`src/iaf_pkg.sv`:
```
package iaf_pkg;
   // widths of the data space and of a data byte, slots per port group, most pointers
   localparam int ADDR_W = 12;
   localparam int DATA_W = 8;
   localparam int NUM_MODES = 5;
   localparam int MAX_PTR = 4;

   // data-space map of the special registers
   localparam logic [11:0] FLAGS_ADDR = 12'hfd8;
   localparam logic [11:0] PORT_BASE = 12'hfe0;
   localparam logic [11:0] PORT_STRIDE = 12'h008;
   localparam logic [11:0] PTR_LO_OFS = 12'h005;
   localparam logic [11:0] PTR_HI_OFS = 12'h006;

   // apb byte offsets: pointer n at 4*n, flags after the last pointer
   localparam logic [7:0] APB_PTR_OFS = 8'h00;
   localparam logic [7:0] APB_FLAGS_OFS = 8'h10;

   // flag register layout and reset values of the flags and the pointers
   localparam int FLAG_C = 0;
   localparam int FLAG_DC = 1;
   localparam int FLAG_Z = 2;
   localparam int FLAG_OV = 3;
   localparam int FLAG_N = 4;
   localparam logic [7:0] FLAGS_MASK = 8'h1f;
   localparam logic [7:0] FLAGS_RST = 8'h00;
   localparam logic [11:0] PTR_RST = 12'h000;

   // access modes, in slot order within a port group
   typedef enum logic [2:0] {
      IAF_PLAIN, IAF_POSTDEC, IAF_POSTINC, IAF_PREINC, IAF_INDEXED
   } iaf_mode_t;

   typedef enum logic [2:0] {
      IAF_ADD, IAF_SUB, IAF_LOGIC, IAF_ROTR, IAF_ROTL
   } iaf_alu_op_t;

   // datapath file access
   typedef struct packed {
      logic valid;
      logic we;
      logic [11:0] addr;
      logic [7:0] wdata;
      logic [7:0] working_register;
   } iaf_req_t;

   // alu flag update
   typedef struct packed {
      logic valid;
      iaf_alu_op_t op;
      logic [7:0] a;
      logic [7:0] b;
      logic [7:0] result;
   } iaf_alu_t;

   // resolved data-ram access
   typedef struct packed {
      logic valid;
      logic we;
      logic [11:0] addr;
      logic [7:0] wdata;
   } iaf_mem_t;

   // answer for reads served inside the block
   typedef struct packed {
      logic valid;
      logic zero;
      logic [7:0] rdata;
   } iaf_rsp_t;

   typedef struct packed {
      logic port;
      logic ptr_lo;
      logic ptr_hi;
      logic flags;
      logic [1:0] idx;
      iaf_mode_t mode;
   } iaf_dec_t;
endpackage : iaf_pkg

```
`src/iaf_core.sv`:
```
// Functional notes
// RQ1 - an indirect port access goes to the address held in its pointer
// RQ2 - three 12-bit pointers, each a high and a low byte register
// RQ3 - each pointer has five access slots; the slot chooses pointer update
// RQ4 - post-decrement slot uses the pointer, then lowers it by one
// RQ5 - post-increment slot uses the pointer, then raises it by one
// RQ6 - pre-increment slot raises the pointer first, then uses the new value
// RQ7 - indexed slot adds signed working register to pointer; nothing changes
// RQ8 - pointer steps never touch any arithmetic flag, zero flag included
// RQ9 - steps act on all 12 bits, carrying between low and high byte
// RQ10 - indirect read that lands on a port returns zero and sets zero flag
// RQ11 - indirect write that lands on a port does nothing, flags kept
// RQ12 - a write landing on a pointer byte beats that pointer's step
// RQ13 - flag-affecting op with flag register as target blocks its data write
// RQ14 - top three flag bits are unimplemented and read zero
// RQ15 - negative flag at bit 4 copies result msb
// RQ16 - overflow flag set when signed result flips the sign bit
// RQ17 - zero flag at bit 2 set on zero result, cleared otherwise
// RQ18 - digit carry is nibble carry on add/sub, bit 4 or 3 on rotates
// RQ19 - carry is msb carry on add/sub, low or high bit on rotates
// RQ20 - subtraction adds the two's complement, carries act as inverted borrow
// RQ21 - pointer arithmetic wraps modulo 4096 with no flag raised
`timescale 1ns/1ps
module iaf_core #(
   parameter int NUM_PTR = 3
) (
   input wire logic pclk,
   input wire logic presetn,
   input wire logic ce,
   input wire logic psel,
   input wire logic penable,
   input wire logic pwrite,
   input wire logic [7:0] paddr,
   input wire logic [31:0] pwdata,
   output logic [31:0] prdata,
   output logic pready,
   output logic pslverr,
   input wire iaf_pkg::iaf_req_t req_i,
   input wire iaf_pkg::iaf_alu_t alu_i,
   output iaf_pkg::iaf_mem_t mem_o,
   output iaf_pkg::iaf_rsp_t rsp_o,
   output logic [7:0] flags_o
);
   import iaf_pkg::*;

   // port groups beyond four would run into the flag slot of the apb map
   if (NUM_PTR < 1 || NUM_PTR > MAX_PTR) begin : g_bad_num_ptr
      $error("NUM_PTR must lie between 1 and 4");
   end

   logic [ADDR_W-1:0] ptr_reg [NUM_PTR]; // RQ2
   logic [ADDR_W-1:0] ptr_next [NUM_PTR];
   logic [7:0] flags_reg;
   logic [7:0] flags_next;
   iaf_mem_t mem_reg;
   iaf_mem_t mem_next;
   iaf_rsp_t rsp_reg;
   iaf_rsp_t rsp_next;
   logic pready_reg;
   logic pready_next;
   logic pslverr_reg;
   logic pslverr_next;
   logic [31:0] prdata_reg;
   logic [31:0] prdata_next;

   iaf_dec_t acc_dec;
   iaf_dec_t tgt_dec;
   logic [ADDR_W-1:0] acc_ea;
   logic [ADDR_W-1:0] cur_ptr;
   logic zero_rd;
   logic [8:0] alu_sum;
   logic [4:0] alu_nib;
   logic [7:0] alu_bb;
   logic [7:0] alu_res;
   logic [4:0] alu_flags;
   logic [4:0] alu_touch;

   logic apb_setup;
   logic apb_wr;
   logic apb_flags_hit;
   logic apb_ptr_hit;
   logic [1:0] apb_idx;

   // map a data-space address onto ports, pointer bytes and flags
   function automatic iaf_dec_t decode(input logic [ADDR_W-1:0] a);
      iaf_dec_t d;
      logic [ADDR_W-1:0] base;
      d = '0;
      base = PORT_BASE;
      if (a == FLAGS_ADDR) begin
         d.flags = 1'b1;
      end
      for (int n = 0; n < NUM_PTR; n++) begin
         base = PORT_BASE + 12'(n) * PORT_STRIDE;
         for (int k = 0; k < NUM_MODES; k++) begin
            if (a == base + 12'(k)) begin // RQ3
               d.port = 1'b1;
               d.idx = 2'(n);
               d.mode = iaf_mode_t'(k);
            end
         end
         if (a == base + PTR_LO_OFS) begin
            d.ptr_lo = 1'b1;
            d.idx = 2'(n);
         end
         if (a == base + PTR_HI_OFS) begin
            d.ptr_hi = 1'b1;
            d.idx = 2'(n);
         end
      end
      return d;
   endfunction : decode

   // apb decode; a write lands only at the completing access edge
   assign apb_setup = psel && !penable && !pready_reg;
   assign apb_wr = psel && penable && pready_reg && pwrite && !pslverr_reg;
   assign apb_idx = paddr[3:2];
   assign apb_flags_hit = (paddr == APB_FLAGS_OFS);
   assign apb_ptr_hit = (paddr[7:4] == APB_PTR_OFS[7:4])
      && (paddr[1:0] == 2'b00) && (32'(apb_idx) < NUM_PTR);

   // apb answer: no wait state, read data captured in setup
   always_comb begin
      pready_next = 1'b0;
      pslverr_next = 1'b0;
      prdata_next = 32'h0000_0000;
      if (apb_setup) begin
         pready_next = 1'b1;
         if (apb_flags_hit) begin
            prdata_next = {24'h00_0000, flags_reg};
         end else if (apb_ptr_hit) begin
            prdata_next = 32'(ptr_reg[apb_idx]);
         end else begin
            pslverr_next = 1'b1; // unmapped: error, no effect
         end
      end
   end

   always_ff @(posedge pclk or negedge presetn) begin
      if (!presetn) begin
         pready_reg <= 1'b0;
         pslverr_reg <= 1'b0;
         prdata_reg <= 32'h0000_0000;
      end else if (ce) begin
         pready_reg <= pready_next;
         pslverr_reg <= pslverr_next;
         prdata_reg <= prdata_next;
      end
   end

   // alu flag computation; subtract adds the complement plus one
   always_comb begin
      alu_bb = (alu_i.op == IAF_SUB) ? ~alu_i.b : alu_i.b; // RQ20
      alu_sum = {1'b0, alu_i.a} + {1'b0, alu_bb}
         + {8'h00, alu_i.op == IAF_SUB};
      alu_nib = {1'b0, alu_i.a[3:0]} + {1'b0, alu_bb[3:0]}
         + {4'h0, alu_i.op == IAF_SUB};
      alu_res = alu_i.result;
      alu_flags = '0;
      alu_touch = '0;
      alu_touch[FLAG_N] = 1'b1;
      alu_touch[FLAG_Z] = 1'b1;
      unique case (alu_i.op)
         IAF_ADD, IAF_SUB: begin
            alu_res = alu_sum[7:0];
            alu_touch = 5'h1f;
            alu_flags[FLAG_C] = alu_sum[8]; // RQ19
            alu_flags[FLAG_DC] = alu_nib[4]; // RQ18
            alu_flags[FLAG_OV] = (alu_i.a[7] == alu_bb[7])
               && (alu_sum[7] != alu_i.a[7]); // RQ16
         end
         IAF_ROTR: begin
            alu_touch[FLAG_C] = 1'b1;
            alu_touch[FLAG_DC] = 1'b1;
            alu_flags[FLAG_C] = alu_i.a[0]; // RQ19
            alu_flags[FLAG_DC] = alu_i.a[4]; // RQ18
         end
         IAF_ROTL: begin
            alu_touch[FLAG_C] = 1'b1;
            alu_touch[FLAG_DC] = 1'b1;
            alu_flags[FLAG_C] = alu_i.a[7]; // RQ19
            alu_flags[FLAG_DC] = alu_i.a[3]; // RQ18
         end
         IAF_LOGIC: begin
            alu_res = alu_i.result; // logic ops touch n and z only
         end
         default: begin
            alu_touch = '0;
         end
      endcase
      alu_flags[FLAG_N] = alu_res[7]; // RQ15
      alu_flags[FLAG_Z] = (alu_res == 8'h00); // RQ17
   end

   // pointer, flag and access next state; software first, datapath wins
   always_comb begin
      ptr_next = ptr_reg;
      flags_next = flags_reg; // RQ8
      mem_next = '0;
      rsp_next = '0;
      zero_rd = 1'b0;
      acc_dec = decode(req_i.addr);
      cur_ptr = ptr_reg[acc_dec.idx];
      acc_ea = req_i.addr;
      if (apb_wr && apb_flags_hit) begin
         flags_next = pwdata[7:0] & FLAGS_MASK;
      end else if (apb_wr) begin
         ptr_next[apb_idx] = pwdata[ADDR_W-1:0];
      end
      if (req_i.valid && acc_dec.port) begin
         acc_ea = cur_ptr; // RQ1
         unique case (acc_dec.mode)
            IAF_PLAIN: acc_ea = cur_ptr;
            IAF_POSTDEC: ptr_next[acc_dec.idx] = cur_ptr - 12'h001; // RQ4
            IAF_POSTINC: ptr_next[acc_dec.idx] = cur_ptr + 12'h001; // RQ5 RQ21
            IAF_PREINC: begin
               acc_ea = cur_ptr + 12'h001; // RQ6
               ptr_next[acc_dec.idx] = acc_ea; // RQ9
            end
            IAF_INDEXED: begin
               acc_ea = cur_ptr + {{4{req_i.working_register[7]}}, req_i.working_register}; // RQ7
            end
            default: acc_ea = cur_ptr;
         endcase
      end
      // the target is decoded again: a pointer may aim at a special register
      tgt_dec = decode(acc_ea);
      if (req_i.valid) begin
         if (tgt_dec.port) begin // RQ11
            if (!req_i.we) begin
               rsp_next.valid = 1'b1; // RQ10
               rsp_next.zero = 1'b1;
               zero_rd = 1'b1;
            end
         end else if (tgt_dec.ptr_lo) begin
            if (req_i.we) begin
               ptr_next[tgt_dec.idx][7:0] = req_i.wdata; // RQ12
            end else begin
               rsp_next.valid = 1'b1;
               rsp_next.rdata = ptr_reg[tgt_dec.idx][7:0];
            end
         end else if (tgt_dec.ptr_hi) begin
            if (req_i.we) begin
               ptr_next[tgt_dec.idx][ADDR_W-1:8] =
                  req_i.wdata[ADDR_W-9:0]; // RQ12
            end else begin
               rsp_next.valid = 1'b1;
               rsp_next.rdata = 8'(ptr_reg[tgt_dec.idx][ADDR_W-1:8]);
            end
         end else if (tgt_dec.flags) begin
            if (req_i.we) begin
               flags_next = req_i.wdata & FLAGS_MASK; // RQ14
            end else begin
               rsp_next.valid = 1'b1;
               rsp_next.rdata = flags_reg;
            end
         end else begin
            mem_next.valid = 1'b1; // RQ1
            mem_next.we = req_i.we;
            mem_next.addr = acc_ea;
            mem_next.wdata = req_i.wdata;
         end
      end
      // an affecting op overrides any data write to the five flags
      if (alu_i.valid && alu_touch != 5'h00) begin
         if (req_i.valid && req_i.we && tgt_dec.flags) begin
            flags_next = flags_reg; // RQ13
         end
         for (int b = 0; b < 5; b++) begin
            if (alu_touch[b]) begin
               flags_next[b] = alu_flags[b]; // RQ13
            end
         end
      end
      if (zero_rd) begin
         flags_next[FLAG_Z] = 1'b1; // RQ10
      end
      flags_next = flags_next & FLAGS_MASK; // RQ14
   end

   // state registers; ce low freezes everything
   always_ff @(posedge pclk or negedge presetn) begin
      if (!presetn) begin
         for (int n = 0; n < NUM_PTR; n++) begin
            ptr_reg[n] <= PTR_RST;
         end
         flags_reg <= FLAGS_RST;
         mem_reg <= '0;
         rsp_reg <= '0;
      end else if (ce) begin
         ptr_reg <= ptr_next;
         flags_reg <= flags_next;
         mem_reg <= mem_next;
         rsp_reg <= rsp_next;
      end
   end

   assign prdata = prdata_reg;
   assign pready = pready_reg;
   assign pslverr = pslverr_reg;
   assign mem_o = mem_reg;
   assign rsp_o = rsp_reg;
   assign flags_o = flags_reg;

   // checks on pointer 0 and the flag register
   logic fire0;
   logic ptr0_wr;
   logic [ADDR_W-1:0] wsext;
   assign fire0 = ce && req_i.valid && acc_dec.port && acc_dec.idx == 2'd0;
   assign ptr0_wr = req_i.valid && req_i.we && tgt_dec.idx == 2'd0
      && (tgt_dec.ptr_lo || tgt_dec.ptr_hi);
   assign wsext = {{4{req_i.working_register[7]}}, req_i.working_register};

   a_postdec_step: assert property (@(posedge pclk) // RQ4
      disable iff (!presetn)
      fire0 && acc_dec.mode == IAF_POSTDEC && !ptr0_wr && !apb_wr
      |=> ptr_reg[0] == $past(ptr_reg[0]) - 12'h001)
      else $error("post-decrement did not lower pointer");

   a_postinc_addr: assert property (@(posedge pclk) // RQ5
      disable iff (!presetn)
      fire0 && acc_dec.mode == IAF_POSTINC && mem_next.valid && !apb_wr
      |=> mem_reg.valid && mem_reg.addr == $past(ptr_reg[0])
         && ptr_reg[0] == $past(ptr_reg[0]) + 12'h001)
      else $error("post-increment address or step wrong");

   a_preinc_addr: assert property (@(posedge pclk) // RQ6
      disable iff (!presetn)
      fire0 && acc_dec.mode == IAF_PREINC && mem_next.valid
      |=> mem_reg.addr == $past(ptr_reg[0]) + 12'h001)
      else $error("pre-increment address wrong");

   a_indexed_addr: assert property (@(posedge pclk) // RQ7
      disable iff (!presetn)
      fire0 && acc_dec.mode == IAF_INDEXED && mem_next.valid && !apb_wr
      |=> mem_reg.addr == $past(ptr_reg[0]) + $past(wsext)
         && ptr_reg[0] == $past(ptr_reg[0]))
      else $error("indexed address wrong or pointer moved");

   a_wrap_top: assert property (@(posedge pclk) // RQ21
      disable iff (!presetn)
      fire0 && acc_dec.mode == IAF_POSTINC && ptr_reg[0] == 12'hfff
      && !ptr0_wr && !apb_wr |=> ptr_reg[0] == 12'h000)
      else $error("pointer did not wrap");

   a_step_no_flags: assert property (@(posedge pclk) // RQ8
      disable iff (!presetn)
      fire0 && mem_next.valid && !alu_i.valid && !apb_wr
      |=> flags_reg == $past(flags_reg))
      else $error("pointer step changed flags");

   a_zero_read: assert property (@(posedge pclk) // RQ10
      disable iff (!presetn)
      ce && req_i.valid && !req_i.we && tgt_dec.port
      |=> rsp_reg.valid && rsp_reg.rdata == 8'h00 && flags_reg[FLAG_Z])
      else $error("port-on-port read not zero");

   a_port_write_nop: assert property (@(posedge pclk) // RQ11
      disable iff (!presetn)
      ce && req_i.valid && req_i.we && tgt_dec.port && !alu_i.valid
      && !apb_wr |=> !mem_reg.valid && $stable(flags_reg))
      else $error("port-on-port write had an effect");

   a_flags_upper: assert property (@(posedge pclk) // RQ14
      disable iff (!presetn)
      flags_o[7:5] == 3'b000)
      else $error("unimplemented flag bits set");

   a_alu_zero: assert property (@(posedge pclk) // RQ17
      disable iff (!presetn)
      ce && alu_i.valid && alu_i.op == IAF_ADD && !zero_rd
      |=> flags_reg[FLAG_Z] == ($past(alu_i.a) + $past(alu_i.b) == 8'h00))
      else $error("zero flag does not follow sum");

   c_postinc: cover property (@(posedge pclk) disable iff (!presetn)
      fire0 && acc_dec.mode == IAF_POSTINC ##1 mem_reg.valid);
   c_zero_read: cover property (@(posedge pclk) disable iff (!presetn)
      ce && zero_rd);
   c_ptr_write_wins: cover property (@(posedge pclk) disable iff (!presetn)
      fire0 && ptr0_wr);
   c_apb_write: cover property (@(posedge pclk) disable iff (!presetn)
      apb_wr && ce);
endmodule : iaf_core

```
`config.mk`:
```
export PLATFORM = sky130hd
export DESIGN_NAME = iaf_core
export DESIGN_NICKNAME = d
export VERILOG_FILES = /design/src/iaf_pkg.sv /design/src/iaf_core.sv
export SDC_FILE = /design/constraint.sdc
export NUM_CORES = 1
export LEC_CHECK = 0
export ABC_AREA = 1
export BUFFER_PORTS_ARGS = -buffer_cell sky130_fd_sc_hd__buf_2
export CAP_MARGIN = 10
export CORE_MARGIN = 5
export CORE_UTILIZATION = 45
export DETAILED_ROUTE_END_ITERATION = 10
export PLACE_DENSITY_LB_ADDON = 0.1
export SETUP_SLACK_MARGIN = 0.1
export SYNTH_ARGS = -nofsm -noshare
export SYNTH_HDL_FRONTEND = slang
export SYNTH_SLANG_ARGS = --single-unit
```
`constraint.sdc`:
```
create_clock -name pclk -period 4.2 [get_ports pclk]
set_input_delay 0.63 -clock pclk [delete_from_list [all_inputs] [get_ports pclk]]
set_output_delay 0.63 -clock pclk [all_outputs]
set_load 0.02 [all_outputs]
```
# Word level (Yosys, flattened, before mapping)
# Cells that the tools add are included.
dict set report word_totals {
  word_cells 290
  out_inout_bits 74
  input_bits 104
  reg_bits 107
}
dict set report op_classes {
  magnitude_cmp 7
  bitwise_logic 4
  n_mux 161
  eq_ne 59
  add_sub_neg 7
  reduce_logical 34
}
# operator count
set ops {}
lappend ops {{12-bit == test, second input constant} 43}
lappend ops {{36-bit two-way mux} 9}
lappend ops {{5-bit two-way mux} 37}
lappend ops {{36-bit bitwise mux} 5}
lappend ops {{12-bit two-way mux} 12}
lappend ops {{22-bit two-way mux} 5}
lappend ops {{12-bit demux with 2-bit select} 4}
lappend ops {{12-bit binary-select mux with 2-bit select} 3}
lappend ops {{36-bit one-hot mux with 2 select lines} 1}
lappend ops {{1-bit two-way mux} 58}
lappend ops {{8-bit two-way mux} 7}
lappend ops {{32-bit two-way mux} 1}
lappend ops {{2-bit two-way mux} 14}
lappend ops {{12-bit one-hot mux with 2 select lines} 1}
lappend ops {{1-bit logical AND} 17}
lappend ops {{12-bit by 1-bit adder with 12-bit output, second input constant} 1}
lappend ops {{12-bit adder} 1}
lappend ops {{3-bit by 2-bit == test with 1-bit output, second input constant} 4}
lappend ops {{3-bit inequality test, second input constant} 4}
lappend ops {{12-bit by 1-bit subtractor with 12-bit output, second input constant} 1}
lappend ops {{10-bit two-way mux} 1}
lappend ops {{2-bit AND reduction} 5}
lappend ops {{8-bit by 8-bit adder with 9-bit output} 1}
lappend ops {{9-bit by 1-bit adder with 9-bit output} 1}
lappend ops {{other kinds (25)} 36}

# Logic depth before layout (Yosys ltp)
dict set report logic_depth {
  word_depth 60
  depth_mapped 38
  depth_no_buf 37
}

# Worst setup path after synthesis
# Ideal clock, no wire load.
dict set report synth_path {
  path_kind {in2reg}
  startpoint {in req_i[25] (netlist bit)}
  endpoint {reg ptr_reg[6] (netlist bit)}
  required_time_ns 4.072
  path_stages 34
  path_buffers 3
  setup_ns 0.128
  arrival_ns 4.409
  setup_slack_ns -0.337
  path_cell_list {nand2_2 > nor2_8 > buf_6 > nand3_1 > nand2_1 > nor2_2 > nand2_2 > nor2_4 > nand2_1 > nand3_4 > inv_2 > ha_1 > fa_1 > a21oi_1 > nor2_1 > o21ai_0 > nand2_1 > xor2_1 > nor2_1 > nor2_1 > nand2_1 > nand2_1 > nand2_1 > nand2_1 > nor2_2 > buf_6 > nand3_2 > nand2_2 > nand2_4 > nor2_8 > buf_6 > a21oi_2 > o21ai_1 > o21ai_1}
}
dict set report synth_between {
  elab_chain_cells 55
}
# element line_no
set synth_rtl {}
lappend synth_rtl {{from (decl)} iaf_core.sv:38} ;# input wire iaf_pkg::iaf_req_t req_i,
lappend synth_rtl {{12-bit == test} iaf_core.sv:96} ;# if (a == base + 12'(k)) begin
lappend synth_rtl {{5-bit two-way mux (2 in a row)} iaf_core.sv:96}
lappend synth_rtl {{2-bit two-way mux} iaf_core.sv:102} ;# if (a == base + PTR_LO_OFS) begin
lappend synth_rtl {{2-bit two-way mux} iaf_core.sv:106} ;# if (a == base + PTR_HI_OFS) begin
lappend synth_rtl {{5-bit two-way mux (5 in a row)} iaf_core.sv:96}
lappend synth_rtl {{2-bit two-way mux} iaf_core.sv:102}
lappend synth_rtl {{2-bit two-way mux} iaf_core.sv:106}
lappend synth_rtl {{5-bit two-way mux (5 in a row)} iaf_core.sv:96}
lappend synth_rtl {{[... 30 more ...]} --}
lappend synth_rtl {{1-bit logical AND (implied by the code)} iaf_core.sv:237} ;# ptr_next[tgt_dec.idx][7:0] = req_i.wdata;
lappend synth_rtl {{8-bit two-way mux (implied by the code)} iaf_core.sv:237}
lappend synth_rtl {{12-bit demux with 2-bit select} iaf_core.sv:237}
lappend synth_rtl {{36-bit bitwise mux} iaf_core.sv:237}
lappend synth_rtl {{36-bit two-way mux} iaf_core.sv:236} ;# if (req_i.we) begin
lappend synth_rtl {{36-bit two-way mux} iaf_core.sv:235} ;# end else if (tgt_dec.ptr_lo) begin
lappend synth_rtl {{36-bit two-way mux} iaf_core.sv:229} ;# if (tgt_dec.port) begin
lappend synth_rtl {{36-bit two-way mux (*)} iaf_core.sv:228} ;# if (req_i.valid) begin
lappend synth_rtl {{to (signal assigned)} iaf_core.sv:291} ;# ptr_reg <= ptr_next;
lappend synth_rtl {{to (decl)} iaf_core.sv:51} ;# logic [ADDR_W-1:0] ptr_reg [NUM_PTR];
# Every way passes the cells marked *; elsewhere a longest branch is shown, timed or not. The select of a mux whose other input is x is not followed.
# A chain may end at the register's enable or synchronous reset.

# Worst setup path after layout
dict set report layout_path {
  startpoint {in req_i[20] (netlist bit)}
  endpoint {reg ptr_reg[27] (netlist bit)}
}
# Same word-level chain as after synthesis.

==> impl_results.md <==
* RSZ-0062 raised after global routing: true
* Final period util at 1.121
* Cell Pwr Density at 249.1 nW/µm²
* Asr flop ratio synth at 1.000
* RR Startpoint: ptr_reg[0]
* Fin Setup TNS at -29,640 ps
* H-Tree Depth at 3
* Slowest CP cell: nor2_4
* Hpwl dp at 28,330 µm
* IO buf count at 134
* Crit-path max FO at 8
* Antenna cell count at 0
* Clock sinks at 87
* Critical path arrival at 4960 ps
* DRC at 0
* Most frequent cell after synthesis: nand2_1
* Leading area contributor after synthesis: dfrtp_1
* Initial DRC Count at 1,050
* Slowest cell delay on critical path at 250 ps
* Count of different cell masters after synthesis at 62
* Status: complete, but fails checks
* Crit. End Element: flip-flop
* Post-synth EDFFs at 0
* ANT nets after route at 0
* Top Ports at 178
* Die W at 153.2 µm
* Via/cell ratio at 5.511
* DRT Pass-1 Iters at 6
* Core area at 20,230 µm²
* Max reg flops at 36
* Num CTS Buffers at 9
* Initial antenna violation count at 0
* M1 GR Usage at 0.4058
* Worst setup endpoint: ptr_reg[27]
* Initial Util at 0.4561
* Yosys top cell area share at 0.2359
* Largest net degree at the start of global routing at 69
* Max Cap Viol at 0
* Routability Congestion at 0.9883
* Total number of yosys warnings at 0
* Die ar. at 23,470 µm²
* Dpl cells at 2,048
* Failing checks: setup timing
* Hold WS at 278.9 ps
* Drt wl/cell at 17.68 µm
* P_sw at 1.367 mW
* Seq/Total Area, Yosys at 0.2359
* Sequential cell area at 2177 µm²
* CP required at 4450 ps
* Gr busiest metal: met2
* Routing usage on met2 at 0.4824
* Row count at 52
* Fin. max-slew vios at 0
* Clk slew on worst S/H paths at 70 ps
* Slew headroom at 0.1996
* Post-Syn Area at 9229 µm²
* CP Launch Type: primary input
* First-pass GRT wire length at 57,540 µm
* Kind of critical path: primary input to flip-flop
* Int Pwr at 1.967 mW
* Final instance area at 13,380 µm²
* CTS tree: yes
* Final hold vios at 0
* Die Y at 153.2 µm
* Hold Crit Class: primary input to async pin
* Root buffer cell: clkbuf_16
* Worst IR drop on VDD at 0.0002033 V
* GRT overflow at 0
* Synth Flop Type: dfrtp_1
* Seq cells post-synth at 87
* Final Non-Filler Cells at 2,128
* Worst skew pair latency at 360 ps
* Placement Cell Area at 11,720 µm²
* Syn Inst Count at 1,480
* Final Power at 3.333 mW
* FF-to-FF End: ptr_reg[34]
* Worst path most repeated cell: buf_4
* Area of the multi-input gates at 6912 µm²
* Sw frac at 0.4100
* Slew @ Worst Pin at 1199 ps
* Area Growth Syn to Fin at 45.02%
* Combinational power share at 0.451
* Fmax at 212.5 MHz
* Share of post-route cells with drive strength above 1 at 0.3536
* Final setup vio count at 72
* DRT Wirelength at 37,620 µm
* Vias in the first global route at 11,070
* Routed vias at 11,730
* Maximum clock path buffer count at 2
* Synth Area per Inst at 6.236 µm²
* Commonest cells in the netlist: nand2_1 (447), inv_1 (144), a21oi_1 (121), o21ai_0 (120), nor2_1 (109)
* Flop pwr share at 0.300
* Crit path from: req_i[20]
* Filler Cells Inserted at 1,862
* Flop2flop setup slack at 290 ps
* Met3 Use GR at 0.06361
* Top cells by area, synth: dfrtp_1 (24%), nand2_1 (18%), a21oi_1 (6.6%)
* PnR worst setup slack at -506.1 ps
* LEAKAGE at 7.065 nW
* Fin crit period at 4706 ps
* Reg2reg path depth at 27
* Clock skew at 14.19 ps
* Layout Nets at 1,981
* Share of power burned in the clock network at 0.249
* GRT Resource Usage Total at 0.3005
[per-stage QoR]
step           setup slack, ps    util
4_1_cts                 -233.3  0.6307
3_5_place_dp            -943.5  0.5790
6_report                -506.1  0.6615
2_1_floorplan           -118.0       -
5_1_grt                 -688.0  0.6615
3_3_place_gp            -809.7  0.5790
[power groups by stage]
stage                     clock network (mW)  logic, mW  registers [mW]
after CTS                              0.830       1.42           0.998
after detailed placement                   0       1.34            1.01
final                                  0.829       1.50            1.00
after global routing                   0.867       1.64            1.01
after global placement                     0       1.33            1.01
after floorplan                            0      0.766            1.02
[layout by cell type, fill, tap and decap left out, types with 5 or more instances in the layout]
cell,count
nand3_4,11
buf_2,121
inv_1,131
o221ai_1,7
buf_12,9
nor3_1,9
buf_4,243
clkbuf_16,10
ha_1,14
ha_4,8
nand2_1,405
a21oi_2,13
nor2_2,11
o2111ai_2,5
dfrtp_1,87
o21ai_1,34
o21ai_0,97
nand2_2,44
inv_2,17
inv_4,7
or2_2,5
nand3_2,24
a21oi_1,111
nand3_1,90
o21ai_2,17
nand2_4,17
a31oi_1,8
nor2_1,97
conb_1,23
nand2_8,6
nand4_1,23
nor2_4,28
xor2_1,21
buf_6,30
[cell families (layout without fill, tap and decap cells)]
| family | Yosys count | in the layout | share of synthesized area |
|---|---|---|---|
| flip-flops | 87 | 87 | 0.2359 |
| adder cells (fa/ha/maj) | 24 | 24 | 0.03416 |
| buffers and inverters | 230 | 584 | 0.1102 |
| multiplexers | 2 | 2 | 0.002169 |
| other | 1 | 23 | 0.0004063 |
| AO/OA/AOI/OAI | 322 | 322 | 0.1952 |
| XOR/XNOR | 25 | 25 | 0.02373 |
| AND/OR/NAND/NOR | 789 | 791 | 0.3982 |
[final cells by class]
class | instances | area share
sequential | 87 | 0.1627
multi-input combinational | 1187 | 0.5164
clock inverter | 7 | 0.005609
timing repair buffer | 407 | 0.2255
clock buffer | 9 | 0.01683
tap | 270 | 0.02524
inverter | 161 | 0.04777
[how the worst min path moves through the flow]
stage / start / to
after floorplan: presetn / flags_o[0]
after global placement: rsp_o[7] / rsp_o[7]
after detailed placement: rsp_o[6] / rsp_o[6]
after CTS: presetn / mem_o[18]
after global routing: presetn / mem_o[15]
final: presetn / mem_o[14]
[metal layers]
layer / vias to the layer above / wire, µm / share of wire
li1: 5606 / - / -
met1: 5448 / 15590 / 0.41
met2: 578 / 17450 / 0.46
met3: 95 / 3347 / 0.089
met4: 0 / 1221 / 0.032
met5: - / 0 / 0
[worst max-delay path, delay by kind of cell]
| family | cells | cell delay [ps] |
|---|---|---|
| AOI/OAI and AO/OA | 2 | 330 |
| buffers and inverters | 18 | 2180 |
| and+or+nand+nor | 16 | 1780 |
[repair_timing]
item | CTS | global route
cloned | 1 | 2
pin swaps | 24 | 67
hold buffers | 0 | 0
buffers inserted | 42 | 20
setup endpoints to repair | 73 | 73
gates resized for setup | 102 | 117
Note: power is estimated with default switching activity, not from simulation.
